## src/verilog/pwm_out_cfg.svh

```systemverilog
`ifndef PWM_OUT_CFG_SVH
`define PWM_OUT_CFG_SVH

// ----------------------------------------------------------------
// Register byte offsets
// ----------------------------------------------------------------
`define OFS_FUNC 12'h000
`define OFS_GPIO 12'h004
`define OFS_PERIOD 12'h008
`define OFS_HIGH0 12'h00C
`define OFS_HIGH1 12'h010
`define OFS_SQ_STEP 12'h014
`define OFS_STATUS 12'h018
`define OFS_COUNT 12'h01C

// ----------------------------------------------------------------
// Field positions
// ----------------------------------------------------------------
`define FUNC_W 2
`define GPIO_OE_LSB 8

// ----------------------------------------------------------------
// Pin function codes
// ----------------------------------------------------------------
`define FN_GPIO 2'h0
`define FN_PWM 2'h1
`define FN_SQUARE 2'h2

// ----------------------------------------------------------------
// Reset values
// ----------------------------------------------------------------
`define RST_FUNC 4'h0
`define RST_GPIO 32'h0000_0000
`define RST_PERIOD 32'h0000_0000
`define RST_HIGH 32'h0000_0000
`define RST_SQ_STEP 32'h0000_0000

// ----------------------------------------------------------------
// Timing
// ----------------------------------------------------------------
`define CLK_HZ 250000000
`define TIMEBASE_HZ 1000000
`define SQ_MAX_HZ 4000000
`define TICK_CYCLES (`CLK_HZ / `TIMEBASE_HZ)
`define SQ_MAX_STEP ((64'h1 << 32) * `SQ_MAX_HZ / `CLK_HZ)

`endif

```

## src/verilog/README_SKIP.sv

```systemverilog
`default_nettype none
`default_nettype wire

```

## src/verilog/pwm_out_pkg.sv

```systemverilog
`default_nettype none

package pwm_out_pkg;

  typedef logic [1:0] pin_func_t;

  typedef struct packed {
    pin_func_t func;
    logic gpio_val;
    logic gpio_oe;
  } pin_cfg_s;

  typedef struct packed {
    logic [1:0] out;
    logic [1:0] oe;
  } pin_bus_s;

endpackage

`default_nettype wire

```

## src/verilog/pwm_out_top.sv

```systemverilog
// The APB register port and the placing of the registers were decided locally.
`default_nettype none
`include "pwm_out_cfg.svh"

// How it works
// - Each pin is ordinary output or a waveform output, chosen by software.
// - At most two pins carry PWM or square waves at once.
// - PWM timing counters are 32 bits wide.
// - The PWM counter advances on a 1 MHz tick, one microsecond per step; the square wave accumulator steps every clock.
// - PWM frequency up to 1 MHz; duty from 0% to 100% inclusive.
// - One period is shared by both pins; each pin has its own high time.
// - Square wave mode runs from 0 Hz to 4 MHz with equal high and low.
module pwm_out_top #(
  parameter int CW = 32,
  parameter int CLK_HZ = `CLK_HZ
) (
  // Clock and reset.
  input wire logic pclk,
  input wire logic presetn,
  // APB slave.
  input wire logic psel,
  input wire logic penable,
  input wire logic pwrite,
  input wire logic [11:0] paddr,
  input wire logic [31:0] pwdata,
  output logic [31:0] prdata,
  output logic pready,
  output logic pslverr,
  // General pins.
  output var pwm_out_pkg::pin_bus_s general_pin
);
  import pwm_out_pkg::*;

  localparam int TICK_CYC = CLK_HZ / `TIMEBASE_HZ;
  // The 4 MHz step ceiling at this clock, held to half the clock rate, the fastest an accumulator can toggle.
  localparam logic [63:0] SQ_RAW = ((64'h1 << 32) * `SQ_MAX_HZ) / CLK_HZ;
  localparam logic [31:0] SQ_MAX = (SQ_RAW > 64'h0000_0000_8000_0000) ? 32'h8000_0000 : SQ_RAW[31:0];

  // The divider is 16 bits wide, so the tick can be at most 65536 clocks apart.
  if (CW != 32 || CLK_HZ % `TIMEBASE_HZ != 0 || TICK_CYC < 2 || TICK_CYC > 65536) begin : g_check
    $error("pwm_out_top: counter width must be 32 and clock a multiple of 1 MHz up to 65536 MHz");
  end

  // ----------------------------------------------------------------
  // Register bus
  // ----------------------------------------------------------------
  logic [3:0] func_reg;
  logic [31:0] gpio_reg;
  logic [CW-1:0] period_reg;
  logic [CW-1:0] high_reg [2];
  logic [31:0] sq_step_reg;

  function automatic logic hit(input logic [11:0] a, input logic [11:0] ofs);
    return a == ofs;
  endfunction

  wire setup = psel && !penable;
  wire wr = psel && penable && pwrite;
  wire hit_func = hit(paddr, `OFS_FUNC);
  wire hit_gpio = hit(paddr, `OFS_GPIO);
  wire hit_period = hit(paddr, `OFS_PERIOD);
  wire hit_high0 = hit(paddr, `OFS_HIGH0);
  wire hit_high1 = hit(paddr, `OFS_HIGH1);
  wire hit_sq = hit(paddr, `OFS_SQ_STEP);
  wire hit_status = hit(paddr, `OFS_STATUS);
  wire hit_count = hit(paddr, `OFS_COUNT);
  wire mapped = hit_func || hit_gpio || hit_period || hit_high0 || hit_high1 || hit_sq || hit_status || hit_count;

  assign pready = 1'b1;
  assign pslverr = psel && penable && !mapped;

  logic [CW-1:0] cnt;
  pin_bus_s drive;
  wire [31:0] status_word = {28'h0, drive.oe, drive.out};
  wire [31:0] rd_mux = hit_func ? {28'h0, func_reg} :
    hit_gpio ? gpio_reg :
    hit_period ? period_reg :
    hit_high0 ? high_reg[0] :
    hit_high1 ? high_reg[1] :
    hit_sq ? sq_step_reg :
    hit_status ? status_word :
    hit_count ? cnt : 32'h0000_0000;

  always_ff @(posedge pclk or negedge presetn) begin
    if (!presetn) begin
      prdata <= 32'h0000_0000;
    end else if (setup) begin
      prdata <= pwrite ? 32'h0000_0000 : rd_mux;
    end
  end

  always_ff @(posedge pclk or negedge presetn) begin
    if (!presetn) begin
      func_reg <= `RST_FUNC;
      gpio_reg <= `RST_GPIO;
      period_reg <= `RST_PERIOD;
      high_reg[0] <= `RST_HIGH;
      high_reg[1] <= `RST_HIGH;
      sq_step_reg <= `RST_SQ_STEP;
    end else if (wr) begin
      if (hit_func) begin
        func_reg <= pwdata[3:0];
      end
      if (hit_gpio) begin
        gpio_reg <= pwdata;
      end
      if (hit_period) begin
        period_reg <= pwdata;
      end
      if (hit_high0) begin
        high_reg[0] <= pwdata;
      end
      if (hit_high1) begin
        high_reg[1] <= pwdata;
      end
      if (hit_sq) begin
        sq_step_reg <= pwdata;
      end
    end
  end

  // ----------------------------------------------------------------
  // Microsecond timebase and shared period counter
  // ----------------------------------------------------------------
  logic [15:0] div_cnt;
  logic [CW-1:0] period_sh;
  wire tick = div_cnt == 16'(TICK_CYC - 1);
  wire last = cnt == period_sh - 1'b1;
  // A zero period stops the counter and lets new settings in at once.
  wire load = (period_sh == '0) || (tick && last);

  always_ff @(posedge pclk or negedge presetn) begin
    if (!presetn) begin
      div_cnt <= 16'h0000;
    end else begin
      div_cnt <= tick ? 16'h0000 : div_cnt + 16'h0001;
    end
  end

  always_ff @(posedge pclk or negedge presetn) begin
    if (!presetn) begin
      cnt <= '0;
      period_sh <= '0;
    end else begin
      if (load) begin
        period_sh <= period_reg;
        cnt <= '0;
      end else if (tick) begin
        cnt <= cnt + 1'b1;
      end
    end
  end

  // ----------------------------------------------------------------
  // Duty lanes
  // ----------------------------------------------------------------
  logic [1:0] pwm_level;

  for (genvar i = 0; i < 2; i++) begin : g_lane
    pwm_lane #(
      .CW(CW)
    ) u_lane (
      .pclk(pclk),
      .presetn(presetn),
      .load(load),
      .cnt(cnt),
      .high_in(high_reg[i]),
      .level(pwm_level[i])
    );
  end

  // ----------------------------------------------------------------
  // Square wave
  // ----------------------------------------------------------------
  logic [31:0] phase;
  logic sq_level;
  // Steps above the 4 MHz figure are clamped so the output never runs faster.
  wire [31:0] sq_step = (sq_step_reg > SQ_MAX) ? SQ_MAX : sq_step_reg;

  always_ff @(posedge pclk or negedge presetn) begin
    if (!presetn) begin
      phase <= 32'h0000_0000;
      sq_level <= 1'b0;
    end else begin
      phase <= phase + sq_step;
      sq_level <= phase[31];
    end
  end

  // ----------------------------------------------------------------
  // Pin function selection
  // ----------------------------------------------------------------
  pin_cfg_s cfg [2];
  pin_bus_s next_drive;

  for (genvar i = 0; i < 2; i++) begin : g_pin
    assign cfg[i].func = func_reg[i*`FUNC_W +: `FUNC_W];
    assign cfg[i].gpio_val = gpio_reg[i];
    assign cfg[i].gpio_oe = gpio_reg[`GPIO_OE_LSB + i];
    assign next_drive.out[i] = (cfg[i].func == `FN_PWM) ? pwm_level[i] :
      (cfg[i].func == `FN_SQUARE) ? sq_level : cfg[i].gpio_val;
    assign next_drive.oe[i] = (cfg[i].func == `FN_PWM) || (cfg[i].func == `FN_SQUARE) || cfg[i].gpio_oe;
  end

  always_ff @(posedge pclk or negedge presetn) begin
    if (!presetn) begin
      drive <= '0;
    end else begin
      drive <= next_drive;
    end
  end

  assign general_pin = drive;

  // Cycles since the last tick, counted apart from the divider so a bad tick decode shows up.
  logic [31:0] tick_gap;

  always_ff @(posedge pclk or negedge presetn) begin
    if (!presetn) begin
      tick_gap <= 32'h0000_0000;
    end else begin
      tick_gap <= tick ? 32'h0000_0000 : tick_gap + 32'h0000_0001;
    end
  end
endmodule

`default_nettype wire

```

## src/verilog/pwm_lane.sv

```systemverilog
`default_nettype none
`include "pwm_out_cfg.svh"

module pwm_lane #(
  parameter int CW = 32
) (
  // Clock and reset.
  input wire logic pclk,
  input wire logic presetn,
  // Shared timebase.
  input wire logic load,
  input wire logic [CW-1:0] cnt,
  // Programmed high time.
  input wire logic [CW-1:0] high_in,
  // Waveform level.
  output logic level
);

  logic [CW-1:0] high_sh;
  wire next_level = cnt < high_sh;

  // The high time is taken at a period boundary, or every cycle while the period is zero, so a write can never cut a pulse short.
  always_ff @(posedge pclk or negedge presetn) begin
    if (!presetn) begin
      high_sh <= '0;
      level <= 1'b0;
    end else begin
      if (load) begin
        high_sh <= high_in;
      end
      level <= next_level;
    end
  end

endmodule

`default_nettype wire

```

## config.mk

```make
export PLATFORM = sky130hd
export DESIGN_NAME = pwm_out_top
export DESIGN_NICKNAME = d
export VERILOG_FILES = /design/src/verilog/README_SKIP.sv /design/src/verilog/pwm_out_pkg.sv /design/src/verilog/pwm_out_top.sv /design/src/verilog/pwm_lane.sv
export VERILOG_INCLUDE_DIRS = /design/src /design/src/verilog
export SDC_FILE = /design/constraint.sdc
export NUM_CORES = 1
export LEC_CHECK = 0
export BUFFER_PORTS_ARGS = -buffer_cell sky130_fd_sc_hd__buf_2
export CORE_ASPECT_RATIO = 0.5
export CORE_MARGIN = 2
export CORE_UTILIZATION = 62
export CTS_BUF_LIST = sky130_fd_sc_hd__clkbuf_16
export DETAILED_ROUTE_END_ITERATION = 7
export HOLD_SLACK_MARGIN = 0.03
export PLACE_DENSITY = 0.77
export SYNTH_ARGS = -nofsm -noshare
export SYNTH_HDL_FRONTEND = slang
export SYNTH_SLANG_ARGS = --single-unit
```

## constraint.sdc

```tcl
create_clock -name pclk -period 5 [get_ports pclk]
set_input_delay 0.5 -clock pclk [delete_from_list [all_inputs] [get_ports pclk]]
set_output_delay 0.5 -clock pclk [all_outputs]
set_load 0.01 [all_outputs]
```

==> impl_metrics.env <==
export IMPL_stdcell_count=2422
export IMPL_ys_seq_area_share_pct=46.5
export IMPL_antenna_found_initial=4
export IMPL_dp_hpwl_mm=40.6
export IMPL_hold_class="input port to async pin"
export IMPL_fp_dieArea_um2=34400
export IMPL_clkPwrFrac_pct=43.5
export IMPL_grt_max_degree=121
export IMPL_crit_top_cell="a21oi_1"
export IMPL_antenna_left=0
export IMPL_report_final_slew_viol_count=0
export IMPL_netlist_area_um2=20400
export IMPL_critPathKind="flip-flop to flip-flop"
export IMPL_first_global_vias=15000
export IMPL_hold_viol=4
export IMPL_coreArea_um2=32000
export IMPL_ys_flop_type="dfrtp_1"
export IMPL_ctsResizeCount=0
export IMPL_vias=15400
export IMPL_finalCritPeriodShare_pct=92.8
export IMPL_max_freq_ghz=0.216
export IMPL_synthCells=1896
export IMPL_viasPerCell=6.38
export IMPL_synth_cell_types=74
export IMPL_clock_sinks=379
export IMPL_violations="hold timing"
export IMPL_drc=0
export IMPL_worstPathArrival_ns=5.10
export IMPL_syn_avg_cell_area_um2=10.8
export IMPL_die_width_um=260
export IMPL_cts_buffers=35
export IMPL_pin_count=87
export IMPL_post_cts_buffers=0
export IMPL_fin_nets=2121
export IMPL_final_util_pct=70.3
export IMPL_p_leak_nw=11.3
export IMPL_cp_top_family="compound AO/OA/AOI/OAI gates"
export IMPL_cp_start_kind="flip-flop"
export IMPL_grt_pass1_wl_mm=87.4
export IMPL_setup_ws_ns=0.360
export IMPL_dpl_cell_area_um2=21400
export IMPL_cp_buffers_inverters=2
export IMPL_dp_cells=2362
export IMPL_yosys_register_bits=379
export IMPL_totalWireLength_mm=56.6
export IMPL_clk_pin_slew_ns=0.07
export IMPL_async_flop_share_pct=100
export IMPL_skew_ns=0.0189
export IMPL_root_buffer="clkbuf_16"
export IMPL_p_per_area_nw_per_um2=274
export IMPL_worstSetupEndpointType="flip-flop"
export IMPL_crit_start="sq_step_reg[15]"
export IMPL_grtUsageTotal_pct=33.4
export IMPL_tightest_slew_ns=1.21
export IMPL_htree_levels=2
export IMPL_synthTopCellsByCount="379 x dfrtp_1, 210 x mux2_2, 130 x nand2_1"
export IMPL_setup_viol=0
export IMPL_path_cells="nand4_1 > nor4b_4 > o21ai_0 > a21oi_1 > or3_1 > a21oi_1 > a31oi_1 > buf_4 > nor2_1 > buf_4 > and2_1 > ha_1 > fa_1 > a21oi_2 > nor2_1 > nor3_2 > nor2b_1 > o22a_1 > a311o_1 > a21o_1 > a21oi_1 > xnor2_1"
export IMPL_status="complete, but fails checks"
export IMPL_synth_top_area_share_pct=46.5
export IMPL_synth_area_leaders="dfrtp_1 47%, mux2_2 12%, ha_1 6.4%"
export IMPL_rsz0062_at_grt="no"
export IMPL_worstPathRequired_ns=5.46
export IMPL_clk_latency_ns=0.53
export IMPL_yosysMostFrequentCell="dfrtp_1"
export IMPL_die_h_um=132
export IMPL_yosys_warnings=0
export IMPL_combinationalPowerShare_pct=5.5
export IMPL_drive_above_1_share_pct=22.3
export IMPL_initial_core_util_pct=63.7
export IMPL_intPower_mw=4.71
export IMPL_place_ws_ns=0.305
export IMPL_first_pass_iters=5
export IMPL_p_total_mw=6.15
export IMPL_drtIter0Drc=1778
export IMPL_worstReg2RegStart="sq_step_reg[15]"
export IMPL_place_congestion=0.940
export IMPL_max_stage_delay_ns=0.44
export IMPL_period_minus_slack_ns=4.64
export IMPL_port_buffers=85
export IMPL_overflow=0
export IMPL_routed_top_layer="met5"
export IMPL_critPathMaxFanout=15
export IMPL_wl_per_cell_um=23.4
export IMPL_slowest_stage="dfrtp_1"
export IMPL_rows=46
export IMPL_peakVddDrop_mv=0.251
export IMPL_yosys_area_top_type="dfrtp_1"
export IMPL_wl_met2_mm=22.7
export IMPL_pwr_share_seq_pct=51.1
export IMPL_fin_tns_setup_ns=0
export IMPL_area_delta_synth_final_pct=10.3
export IMPL_wl_met1_mm=25.6
export IMPL_cap_violations=0
export IMPL_slew_headroom_pct=19.0
export IMPL_post_route_cell_area_um2=22500
export IMPL_cts_buffer_depth=3
export IMPL_swShare_pct=23.5
export IMPL_synth_edff_count=0
export IMPL_route_met3_wl_mm=7.09
export IMPL_whs_ns=-0.0220
export IMPL_cts_tree="built"
export IMPL_switchingPower_mw=1.44
export IMPL_hold_buffers=0
## routing by layer
layer	global-route usage, %	vias up
met2	44.9	686
met5	0	-
met1	50.4	7714
met3	12.4	101
li1	-	6940
met4	8.92	2
## path summary, 6_finish.rpt
check / slack [ns] / to / cells past startpoint
max in group asynchronous: 3.71 / cnt[16] / 2
max reg2reg: 0.36 / phase[20] / 22
min: -0.02 / cnt[6] / 1
min in group pclk: 0.20 / prdata[3] / 2
max: 0.36 / phase[20] / 22
min reg2reg: 0.48 / prdata[30] / 2
## kinds of logic (layout without fill, tap and decap cells)
family | Yosys count | in the layout | share of synthesized area, %
buffers and inverters | 180 | 270 | 3.57
AO/OA/AOI/OAI | 355 | 355 | 11.3
flip-flops | 379 | 379 | 46.5
multiplexers | 263 | 263 | 15.0
adder cells (fa/ha/maj) | 105 | 105 | 6.48
other | 2 | 6 | 0.0368
XOR/XNOR | 111 | 111 | 4.77
AND/OR/NAND/NOR | 501 | 501 | 12.3
## power by group through the flow
| stage | clock, mW | sequential (mW) | combinational, mW |
|---|---|---|---|
| floorplan | 0 | 3.19 | 0.175 |
| global placement | 0 | 3.20 | 0.324 |
| detailed placement | 0 | 3.20 | 0.330 |
| CTS | 2.69 | 3.14 | 0.330 |
| global route | 2.82 | 3.14 | 0.372 |
| finish | 2.68 | 3.14 | 0.336 |
## cell type report
class / instances / area [um2]
Tap cell: 432 / 541
Clock inverter: 24 / 211
Inverter: 91 / 342
Clock buffer: 35 / 876
Sequential cell: 379 / 9480
Multi-Input combinational cell: 1340 / 10300
Antenna cell: 1 / 2.50
Fill cell: 2399 / 9520
Timing Repair Buffer: 120 / 748
## cells in the final DEF, fill, tap and decap left out, drive strengths merged, types with 7 or more instances in the layout
cell type and instances:
or3 22, and3 16, nor2b 14, nor4 21
xnor2 59, o31ai 8, inv 101, a21oi 80
nand2 130, mux2i 19, o21ai 108, a211oi 14
or4 7, dfrtp 379, mux2 244, buf 120
clkbuf 35, xor2 52, nand3 60, a221oi 28
nor3 27, nand4 29, nor2 118, clkinv 9
a22oi 27, nand2b 14, ha 104, and2 17
a21o 26
No activity file was read; power rests on OpenSTA's default activity.
